`src/include/pifb_consts.svh`:
```
`ifndef PIFB_CONSTS_SVH
`define PIFB_CONSTS_SVH

// ==========================================================
// Bus geometry
`define PIFB_ADDR_W        5
`define PIFB_DATA_W        32
`define PIFB_BE_W          4
`define PIFB_GRP_W         4

// ==========================================================
// Register byte offsets
`define PIFB_OFS_SER2_EN   5'h00
`define PIFB_OFS_FLAGS_A   5'h04
`define PIFB_OFS_FLAGS_B   5'h08
`define PIFB_OFS_FLAGS_C   5'h0c
`define PIFB_OFS_FLAGS_D   5'h10
`define PIFB_OFS_STATUS    5'h14
`define PIFB_OFS_MASK      5'h18

// ==========================================================
// Field positions
`define PIFB_BIT_TIMER1_GATE    7
`define PIFB_BIT_UART1_RX       5
`define PIFB_BIT_UART1_TX       4
`define PIFB_BIT_OSC_FAIL       7
`define PIFB_BIT_B_UNUSED       1
`define PIFB_BIT_CAPTURE5       6
`define PIFB_BIT_TIMER4_MATCH   1
`define PIFB_BIT_UART2_RX       5
`define PIFB_BIT_UART2_TX       4
`define PIFB_BIT_SYNC2_COLL     1
`define PIFB_BIT_SYNC2_EVENT    0

// ==========================================================
// Implemented and writable masks
`define PIFB_IMPL_EN       8'h33
`define PIFB_IMPL_A        8'hff
`define PIFB_WR_A          8'hcf
`define PIFB_IMPL_B        8'hfd
`define PIFB_WR_B          8'hfd
`define PIFB_IMPL_C        8'h7a
`define PIFB_WR_C          8'h7a
`define PIFB_IMPL_D        8'h33
`define PIFB_WR_D          8'h33

// ==========================================================
// Reset values
`define PIFB_RST_BYTE      8'h00
`define PIFB_RST_GRP       4'h0
`define PIFB_RST_WORD      32'h0000_0000

`endif

```
`src/include/pifb_pkg.sv`:
```
`include "pifb_consts.svh"

package pifb_pkg;

  // ==========================================================
  // Avalon-MM request and answer
  typedef struct packed {
    logic                     read;
    logic                     write;
    logic [`PIFB_ADDR_W-1:0]  address;
    logic [`PIFB_DATA_W-1:0]  writedata;
    logic [`PIFB_BE_W-1:0]    byteenable;
  } pifb_avmm_req_t;

  typedef struct packed {
    logic [`PIFB_DATA_W-1:0]  readdata;
    logic                     waitrequest;
  } pifb_avmm_rsp_t;

  // ==========================================================
  // One byte per flag register
  typedef struct packed {
    logic [7:0] a;
    logic [7:0] b;
    logic [7:0] c;
    logic [7:0] d;
  } pifb_bank_t;

  // Enables held outside this block
  typedef struct packed {
    logic [7:0] a;
    logic [7:0] b;
    logic [7:0] c;
  } pifb_enables_t;

endpackage

```
`src/core/pifb_flag_reg.sv`:
```
`timescale 1ns/1ps
`include "pifb_consts.svh"

module pifb_flag_reg #(
  parameter logic [7:0] IMPL   = 8'hff,
  parameter logic [7:0] WRMASK = 8'hff
) (
  input  wire logic       mclk,
  input  wire logic       rst,
  input  wire logic [7:0] evt,
  input  wire logic       wr_stb,
  input  wire logic [7:0] wr_data,
  output      logic [7:0] flags
);

  // ==========================================================
  // Flag state
  logic [7:0] flags_reg;
  logic [7:0] flags_next;

  always_comb begin
    // Writable bits take write data, events win; read-only bits follow source
    flags_next = (((wr_stb ? wr_data : flags_reg) & WRMASK) | evt) & IMPL;
  end

  always_ff @(posedge mclk) begin
    if (rst) begin
      flags_reg <= `PIFB_RST_BYTE;
    end else begin
      flags_reg <= flags_next;
    end
  end

  assign flags = flags_reg;

endmodule

```
`src/core/pifb_event_status.sv`:
```
`timescale 1ns/1ps
`include "pifb_consts.svh"

module pifb_event_status (
  input  wire logic                   mclk,
  input  wire logic                   rst,
  input  wire logic [`PIFB_GRP_W-1:0] set_bits,
  input  wire logic                   rd_clr_stb,
  input  wire logic [`PIFB_GRP_W-1:0] clr_bits,
  input  wire logic                   mask_wr,
  input  wire logic [`PIFB_GRP_W-1:0] mask_data,
  output      logic [`PIFB_GRP_W-1:0] status,
  output      logic [`PIFB_GRP_W-1:0] mask,
  output      logic                   irq
);

  // ==========================================================
  // Sticky status, mask and interrupt line
  logic [`PIFB_GRP_W-1:0] status_reg;
  logic [`PIFB_GRP_W-1:0] status_next;
  logic [`PIFB_GRP_W-1:0] mask_reg;
  logic [`PIFB_GRP_W-1:0] mask_next;
  logic                   irq_reg;
  logic                   irq_next;

  always_comb begin
    // Clear only what was read out; a new event wins
    status_next = (status_reg & ~(rd_clr_stb ? clr_bits : `PIFB_RST_GRP)) | set_bits;
    mask_next   = mask_wr ? mask_data : mask_reg;
    irq_next    = |(status_next & mask_next);
  end

  always_ff @(posedge mclk) begin
    if (rst) begin
      status_reg <= `PIFB_RST_GRP;
      mask_reg   <= `PIFB_RST_GRP;
      irq_reg    <= 1'b0;
    end else begin
      status_reg <= status_next;
      mask_reg   <= mask_next;
      irq_reg    <= irq_next;
    end
  end

  assign status = status_reg;
  assign mask   = mask_reg;
  assign irq    = irq_reg;

endmodule

```
`src/core/pifb_irq_bank.sv`:
```
`timescale 1ns/1ps
`include "pifb_consts.svh"

// Operation
// - A flag sets on its source event regardless of any enable.
// - Serial-2 enable bits 5,4,1,0 for uart2 rx, tx, collision, event.
// - Serial-2 enable bits 7-6 and 3-2 always read zero.
// - All implemented enables and flags reset to zero.
// - Flags A hold timer1 gate down to timer1 overflow, bits 7 to 0.
// - Uart1 rx and tx flags are read-only; other A flags read/write.
// - Flags B hold osc fail down to capture2; bit 1 reads zero.
// - Flags C hold capture5,4,3, timer6 and timer4; bits 7,2,0 read zero.
// - A source requests service only while flag and enable are both one.
// - Flags D mirror serial-2 enable positions 5,4,1,0.

module pifb_irq_bank (
  input  wire logic                    mclk,
  input  wire logic                    rst,
  input  wire pifb_pkg::pifb_avmm_req_t bus_req,
  output      pifb_pkg::pifb_avmm_rsp_t bus_rsp,
  input  wire pifb_pkg::pifb_bank_t     src,
  input  wire pifb_pkg::pifb_enables_t  en_ext,
  output      pifb_pkg::pifb_bank_t     req,
  output      logic                    service_req,
  output      logic                    irq
);

  // ==========================================================
  // Bus decode
  logic       wr_acc;
  logic       rd_acc;
  logic [7:0] wr_byte;

  assign wr_acc  = bus_req.write & ~bus_rsp.waitrequest & bus_req.byteenable[0];
  assign rd_acc  = bus_req.read & ~bus_rsp.waitrequest;
  assign wr_byte = bus_req.writedata[7:0];

  function automatic logic hit(input logic [`PIFB_ADDR_W-1:0] ofs);
    hit = wr_acc && (bus_req.address == ofs);
  endfunction

  // Write strobes for flags a to d and the mask; the serial-2 enable write uses hit() directly
  logic wr_hit_a;
  logic wr_hit_b;
  logic wr_hit_c;
  logic wr_hit_d;
  logic wr_hit_mask;

  always_comb begin
    wr_hit_a    = hit(`PIFB_OFS_FLAGS_A);
    wr_hit_b    = hit(`PIFB_OFS_FLAGS_B);
    wr_hit_c    = hit(`PIFB_OFS_FLAGS_C);
    wr_hit_d    = hit(`PIFB_OFS_FLAGS_D);
    wr_hit_mask = hit(`PIFB_OFS_MASK);
  end

  // ==========================================================
  // Flag registers
  logic [7:0] flags_a;
  logic [7:0] flags_b;
  logic [7:0] flags_c;
  logic [7:0] flags_d;

  pifb_flag_reg #(
    .IMPL   (`PIFB_IMPL_A),
    .WRMASK (`PIFB_WR_A)
  ) u_flags_a (
    .mclk    (mclk),
    .rst     (rst),
    .evt     (src.a),
    .wr_stb  (wr_hit_a),
    .wr_data (wr_byte),
    .flags   (flags_a)
  );

  pifb_flag_reg #(
    .IMPL   (`PIFB_IMPL_B),
    .WRMASK (`PIFB_WR_B)
  ) u_flags_b (
    .mclk    (mclk),
    .rst     (rst),
    .evt     (src.b),
    .wr_stb  (wr_hit_b),
    .wr_data (wr_byte),
    .flags   (flags_b)
  );

  pifb_flag_reg #(
    .IMPL   (`PIFB_IMPL_C),
    .WRMASK (`PIFB_WR_C)
  ) u_flags_c (
    .mclk    (mclk),
    .rst     (rst),
    .evt     (src.c),
    .wr_stb  (wr_hit_c),
    .wr_data (wr_byte),
    .flags   (flags_c)
  );

  pifb_flag_reg #(
    .IMPL   (`PIFB_IMPL_D),
    .WRMASK (`PIFB_WR_D)
  ) u_flags_d (
    .mclk    (mclk),
    .rst     (rst),
    .evt     (src.d),
    .wr_stb  (wr_hit_d),
    .wr_data (wr_byte),
    .flags   (flags_d)
  );

  // ==========================================================
  // Serial-2 enable register
  logic [7:0] ser2_en_reg;
  logic [7:0] ser2_en_next;

  always_comb begin
    ser2_en_next = ser2_en_reg;
    if (hit(`PIFB_OFS_SER2_EN)) begin
      ser2_en_next = wr_byte & `PIFB_IMPL_EN;
    end
  end

  always_ff @(posedge mclk) begin
    if (rst) begin
      ser2_en_reg <= `PIFB_RST_BYTE;
    end else begin
      ser2_en_reg <= ser2_en_next;
    end
  end

  // ==========================================================
  // Event summary and interrupt
  logic [`PIFB_GRP_W-1:0] grp_set;
  logic [`PIFB_GRP_W-1:0] status;
  logic [`PIFB_GRP_W-1:0] mask;
  logic                   status_rd;

  assign grp_set[0] = |(src.a & ~flags_a & `PIFB_IMPL_A);
  assign grp_set[1] = |(src.b & ~flags_b & `PIFB_IMPL_B);
  assign grp_set[2] = |(src.c & ~flags_c & `PIFB_IMPL_C);
  assign grp_set[3] = |(src.d & ~flags_d & `PIFB_IMPL_D);
  assign status_rd  = rd_acc && (bus_req.address == `PIFB_OFS_STATUS);

  pifb_event_status u_status (
    .mclk       (mclk),
    .rst        (rst),
    .set_bits   (grp_set),
    .rd_clr_stb (status_rd),
    .clr_bits   (bus_rsp.readdata[`PIFB_GRP_W-1:0]),
    .mask_wr    (wr_hit_mask),
    .mask_data  (wr_byte[`PIFB_GRP_W-1:0]),
    .status     (status),
    .mask       (mask),
    .irq        (irq)
  );

  // ==========================================================
  // Bus answer
  pifb_pkg::pifb_avmm_rsp_t rsp_reg;
  pifb_pkg::pifb_avmm_rsp_t rsp_next;

  always_comb begin
    rsp_next             = rsp_reg;
    rsp_next.waitrequest = 1'b1;
    if ((bus_req.read | bus_req.write) && rsp_reg.waitrequest) begin
      rsp_next.waitrequest = 1'b0;
      rsp_next.readdata    = `PIFB_RST_WORD;
      if (bus_req.read) begin
        case (bus_req.address)
          `PIFB_OFS_SER2_EN: rsp_next.readdata[7:0] = ser2_en_reg;
          `PIFB_OFS_FLAGS_A: rsp_next.readdata[7:0] = flags_a;
          `PIFB_OFS_FLAGS_B: rsp_next.readdata[7:0] = flags_b;
          `PIFB_OFS_FLAGS_C: rsp_next.readdata[7:0] = flags_c;
          `PIFB_OFS_FLAGS_D: rsp_next.readdata[7:0] = flags_d;
          `PIFB_OFS_STATUS:  rsp_next.readdata[`PIFB_GRP_W-1:0] = status;
          `PIFB_OFS_MASK:    rsp_next.readdata[`PIFB_GRP_W-1:0] = mask;
          default:           rsp_next.readdata = `PIFB_RST_WORD;
        endcase
      end
    end
  end

  always_ff @(posedge mclk) begin
    if (rst) begin
      rsp_reg <= '{readdata: `PIFB_RST_WORD, waitrequest: 1'b1};
    end else begin
      rsp_reg <= rsp_next;
    end
  end

  assign bus_rsp = rsp_reg;

  // ==========================================================
  // Service requests
  pifb_pkg::pifb_bank_t req_reg;
  pifb_pkg::pifb_bank_t req_next;
  logic                 service_reg;
  logic                 service_next;

  always_comb begin
    req_next.a   = flags_a & en_ext.a;
    req_next.b   = flags_b & en_ext.b & `PIFB_IMPL_B;
    req_next.c   = flags_c & en_ext.c & `PIFB_IMPL_C;
    req_next.d   = flags_d & ser2_en_reg;
    service_next = |req_next;
  end

  always_ff @(posedge mclk) begin
    if (rst) begin
      req_reg     <= '0;
      service_reg <= 1'b0;
    end else begin
      req_reg     <= req_next;
      service_reg <= service_next;
    end
  end

  assign req         = req_reg;
  assign service_req = service_reg;

  // ==========================================================
  // Checks
  a_event_sets_b:
  assert property (@(posedge mclk) disable iff (rst)
    (src.b & `PIFB_IMPL_B) != 8'h00 |=>
      ((flags_b & $past(src.b)) == ($past(src.b) & `PIFB_IMPL_B)))
    else $error("flag b event not captured");

  a_enable_write:
  assert property (@(posedge mclk) disable iff (rst)
    hit(`PIFB_OFS_SER2_EN) |=>
      ser2_en_reg == ($past(wr_byte) & `PIFB_IMPL_EN))
    else $error("serial-2 enable write lost");

  a_enable_unused_zero:
  assert property (@(posedge mclk) disable iff (rst)
    rsp_reg.waitrequest ##1 (!rsp_reg.waitrequest && $past(bus_req.read)
      && $past(bus_req.address) == `PIFB_OFS_SER2_EN) |->
      (rsp_reg.readdata & ~32'h0000_0033) == 32'h0000_0000)
    else $error("serial-2 enable unused bits not zero");

  a_reset_clears:
  assert property (@(posedge mclk)
    rst |=> (ser2_en_reg == 8'h00) && (flags_a == 8'h00) && (flags_b == 8'h00)
      && (flags_c == 8'h00) && (flags_d == 8'h00))
    else $error("reset left state");

  a_gate_position:
  assert property (@(posedge mclk) disable iff (rst)
    src.a[`PIFB_BIT_TIMER1_GATE] |=> flags_a[`PIFB_BIT_TIMER1_GATE])
    else $error("timer1 gate flag not at bit 7");

  a_uart1_read_only:
  assert property (@(posedge mclk) disable iff (rst)
    hit(`PIFB_OFS_FLAGS_A) |=>
      flags_a[`PIFB_BIT_UART1_RX:`PIFB_BIT_UART1_TX] ==
        $past(src.a[`PIFB_BIT_UART1_RX:`PIFB_BIT_UART1_TX]))
    else $error("uart1 flag changed by write");

  a_b_bit1_zero:
  assert property (@(posedge mclk) disable iff (rst)
    !flags_b[`PIFB_BIT_B_UNUSED] && !req.b[`PIFB_BIT_B_UNUSED])
    else $error("flags b bit 1 not zero");

  a_c_unused_zero:
  assert property (@(posedge mclk) disable iff (rst)
    (flags_c & ~`PIFB_IMPL_C) == 8'h00)
    else $error("flags c unused bits not zero");

  a_request_gate:
  assert property (@(posedge mclk) disable iff (rst)
    ##1 req.d == ($past(flags_d) & $past(ser2_en_reg)))
    else $error("serial-2 request not flag and enable");

  a_d_positions:
  assert property (@(posedge mclk) disable iff (rst)
    src.d[`PIFB_BIT_UART2_RX] ##1 ser2_en_reg[`PIFB_BIT_UART2_RX] |=>
      req.d[`PIFB_BIT_UART2_RX] && service_req)
    else $error("uart2 rx request missing");

  a_set_beats_clear:
  assert property (@(posedge mclk) disable iff (rst)
    hit(`PIFB_OFS_FLAGS_B) && !wr_byte[`PIFB_BIT_OSC_FAIL]
      && src.b[`PIFB_BIT_OSC_FAIL] |=> flags_b[`PIFB_BIT_OSC_FAIL])
    else $error("event lost to clear");

  a_write_zero_clears:
  assert property (@(posedge mclk) disable iff (rst)
    hit(`PIFB_OFS_FLAGS_C) && !src.c[`PIFB_BIT_CAPTURE5]
      && !wr_byte[`PIFB_BIT_CAPTURE5] |=> !flags_c[`PIFB_BIT_CAPTURE5])
    else $error("write zero did not clear");

  a_wait_one_cycle:
  assert property (@(posedge mclk) disable iff (rst)
    $fell(rsp_reg.waitrequest) |=> rsp_reg.waitrequest)
    else $error("waitrequest low too long");

  a_irq_follows:
  assert property (@(posedge mclk) disable iff (rst)
    irq == |(status & mask))
    else $error("irq not status and mask");

  a_answer_next_cycle:
  assert property (@(posedge mclk) disable iff (rst)
    (bus_req.read | bus_req.write) && rsp_reg.waitrequest |=> !rsp_reg.waitrequest)
    else $error("request not answered next cycle");

  a_d_unused_zero:
  assert property (@(posedge mclk) disable iff (rst)
    (flags_d & ~`PIFB_IMPL_D) == 8'h00)
    else $error("flags d unused bits not zero");

endmodule

```
`config.mk`:
```
export PLATFORM = sky130hd
export DESIGN_NAME = pifb_irq_bank
export DESIGN_NICKNAME = d
export VERILOG_FILES = /design/src/include/pifb_pkg.sv /design/src/core/pifb_flag_reg.sv /design/src/core/pifb_event_status.sv /design/src/core/pifb_irq_bank.sv
export VERILOG_INCLUDE_DIRS = /design/src /design/src/include
export SDC_FILE = /design/constraint.sdc
export NUM_CORES = 1
export LEC_CHECK = 0
export BUFFER_PORTS_ARGS = -buffer_cell sky130_fd_sc_hd__buf_4
export CORE_MARGIN = 1
export CORE_UTILIZATION = 30
export CTS_CLUSTER_SIZE = 20
export DETAILED_ROUTE_END_ITERATION = 8
export HOLD_SLACK_MARGIN = 0.15
export SETUP_SLACK_MARGIN = 0.3
export SKIP_CTS_REPAIR_TIMING = 1
export SLEW_MARGIN = 5
export SYNTH_ARGS = -nofsm -noshare
export SYNTH_HDL_FRONTEND = slang
export SYNTH_SLANG_ARGS = --single-unit
export TNS_END_PERCENT = 1
```
`constraint.sdc`:
```
create_clock -name mclk -period 2.5 [get_ports mclk]
set_clock_uncertainty 0.05 [all_clocks]
set_input_delay 0.125 -clock mclk [delete_from_list [all_inputs] [get_ports mclk]]
set_output_delay 0.125 -clock mclk [all_outputs]
set_load 0.02 [all_outputs]
```
==> flow_summary_export.csv <==
group,metric,value,unit
die,ios,168,
finish,fill_cells,1082,
routing,drtAntennaViolNets,0,
finish,area_growth,44.1,%
yosys,seq_area_frac_synth,0.419,
die,rows,38,
placed_design,place.gp.congestion,0.829,
worst_setup_path,r2r_start,"bus_rsp[0]",
clock_network,clkTransAtPathRegs,0.06,ns
power,p_per_area,578,mW/mm^2
yosys,synth_top_cell_by_area,"dfxtp_1",
worst_setup_path,crit_fanout,6,
yosys,synthSimpleGateAreaFrac,0.199,
die,dieArea,0.0117,mm^2
yosys,synth_top_family_by_area,"simple AND/OR/NAND/NOR gates",
grt,grt_overflow,0,
yosys,yosys_warnings,0,
routing,wl_met3,590,um
routing,drt_iter0_drc,195,
grt,grt_pass1_wl,14.8,mm
finish,fin_nets,616,
power,power_leakage,2.39,nW
worst_setup_path,critPathLaunch,"bus_rsp[0]",
routing,vias_per_cell,4.71,
sta,hold_viol,0,
yosys,synthAdderAreaFrac,0,
finish,layout.cells.most_common,"buf_4",
sta,fin_ws,0.615,ns
die,fp.dieW,108,um
yosys,postSynth.asyncResetShare,0,
finish,final_cell_mix,"buf_4 (98), dfxtp_1 (71), dlygate4sd3_1 (52)",
power,vdd_drop_max,0.252,mV
placed_design,dp_slack,0.605,ns
yosys,netlist.area_leader.share,0.419,
clock_network,root_buffer,"clkbuf_16",
finish,final_cell_area,0.00488,mm^2
routing,highest_layer,"met4",
worst_setup_path,cp_data_required_time,2.65,ns
sta,rsz0062_at_grt,"false",
sta,finalSetupViolCount,0,
sta,drv_slew,0,
run_status,outcome,"finished clean",
grt,grt.total_usage,0.171,
finish,drive_gt1_frac,0.250,
yosys,syn_area,0.00339,mm^2
min_path,hold_path.class,"in2reg",
placed_design,dp_hpwl,7.52,mm
die,initial_utilization,0.310,
finish,largest_register_ffs,24,
worst_setup_path,cp-start-kind,"flop",
clock_network,cts_sinks,71,
routing,drc,0,
clock_network,worstSkewPairLatency,0.33,ns
sta,tns,0,ns
routing,wl_per_cell,15.5,um
die,core-area,0.0109,mm^2
routing,drt-total-wl,10.2,mm
worst_setup_path,arrival,2.03,ns
power,power.total,2.83,mW
clock_network,numCtsBuffers,9,
finish,antenna_cells,0,
grt,grt_pass1_vias,2828,
yosys,synth-main-ff-cell,"dfxtp_1",
worst_setup_path,critical_path_class,"reg2reg",
yosys,syn_area_per_cell,9.14,um^2
job,max_cap_viol_count,0,
clock_network,clockBufferDepth,2,
routing,dr_total_vias,3108,
yosys,synth-xor-area-share,0,
die,die_h,108,um
sta,layout_min_cycle_time,1.88,ns
yosys,synth.area.top_cells,"dfxtp_1 (42%), mux2i_1 (8.0%), buf_4 (7.3%)",
min_path,worstHoldStart,"bus_req[36]",
routing,wl_met2,5.23,mm
placed_design,io_buffer_count,96,
routing,wl_met1,4.28,mm
grt,grt_max_degree,48,
routing,firstDrtPassIters,4,
finish,fin_util,0.447,
clock_network,htreeDepth,3,
yosys,synth_compound_area_frac,0.138,
yosys,syn_inst,371,
sta,max_clock_freq,531,MHz
yosys,synthDistinctLibCells,49,
yosys,muxShareOfSynthArea,0.115,
placed_design,place_area,0.00409,mm^2
grt,antenna_found_initial,0,
clock_network,cts_tree,"yes",
yosys,synth-seq-cells,71,
worst_setup_path,crit_path_end_kind,"flop",
sta,fin_crit_sh,0.754,
yosys,synth-edff-count,0,
==> power breakdown <==
group / switching (mW) / internal, mW / total (mW)
sequential: 0.0451 / 1.18 / 1.22
combinational: 0.229 / 0.210 / 0.440
clock: 0.492 / 0.670 / 1.16
==> worst max-delay path, cell delays in order, from the launching register on <==
cell       delay [ns]
dfxtp_1          0.39
nor4b_4          0.52
nand4bb_1        0.41
mux2i_1          0.29
a21oi_1          0.09
==> area by class of cell <==
type                       count  area [um^2]  area share
clock buffer                   9          225      0.0461
clock inverter                 7         50.0      0.0102
inverter                      28          105      0.0215
multi-input combinational    255         1650       0.338
sequential                    71         1420       0.291
tap                          140          175      0.0359
timing repair buffer         150         1260       0.257
==> metrics by stage <==
step / cells / hold slack, ns
4_1_cts: 608 / -0.0419
6_report: 660 / 0.172
5_1_grt: 660 / 0.200
3_3_place_gp: 592 / 0.302
2_1_floorplan: 402 / 0.203
3_5_place_dp: 592 / 0.302
==> logic make-up (layout without fill, tap and decap cells) <==
group           count (synthesis)  count (layout)
mux                            33              33
buf+inv                        76             194
simple gates                  121             121
compound gates                 69              69
other cells                     1              32
flops                          71              71
==> Yosys cell counts (all sizes together), types with 2 or more instances <==
library cell	number
mux4	4
nor4b	3
nor2	39
a211o	3
dfxtp	71
mux2	2
clkbuf	9
buf	39
nor2b	5
nand2b	15
nand4	7
nor3	3
o21a	3
inv	28
and3	5
mux2i	27
and3b	2
nand3	2
o2bb2ai	2
a21oi	29
o21ai	3
a31oi	5
nand4b	3
a22o	2
nand2	31
o32ai	3
o2111ai	4
a21boi	3
a221oi	2
and2b	2
a22oi	5
o221ai	2
==> final timing paths <==
check	endpoint	slack, ns	depth (start not counted)
setup reg to reg	u_flags_c.flags[3]	0.62	4
setup / recovery	u_flags_c.flags[3]	0.62	4
hold reg to reg	bus_rsp[6]	0.42	2
hold / removal	u_status.mask[3]	0.17	4
==> per-layer routing <==
metal / up-vias / track usage
met3: 10 / 0.0362
met4: 0 / 0.0550
met1: 1478 / 0.215
met2: 101 / 0.290
met5: - / 0
li1: 1519 / -
Power figures use the tool's default switching activity.
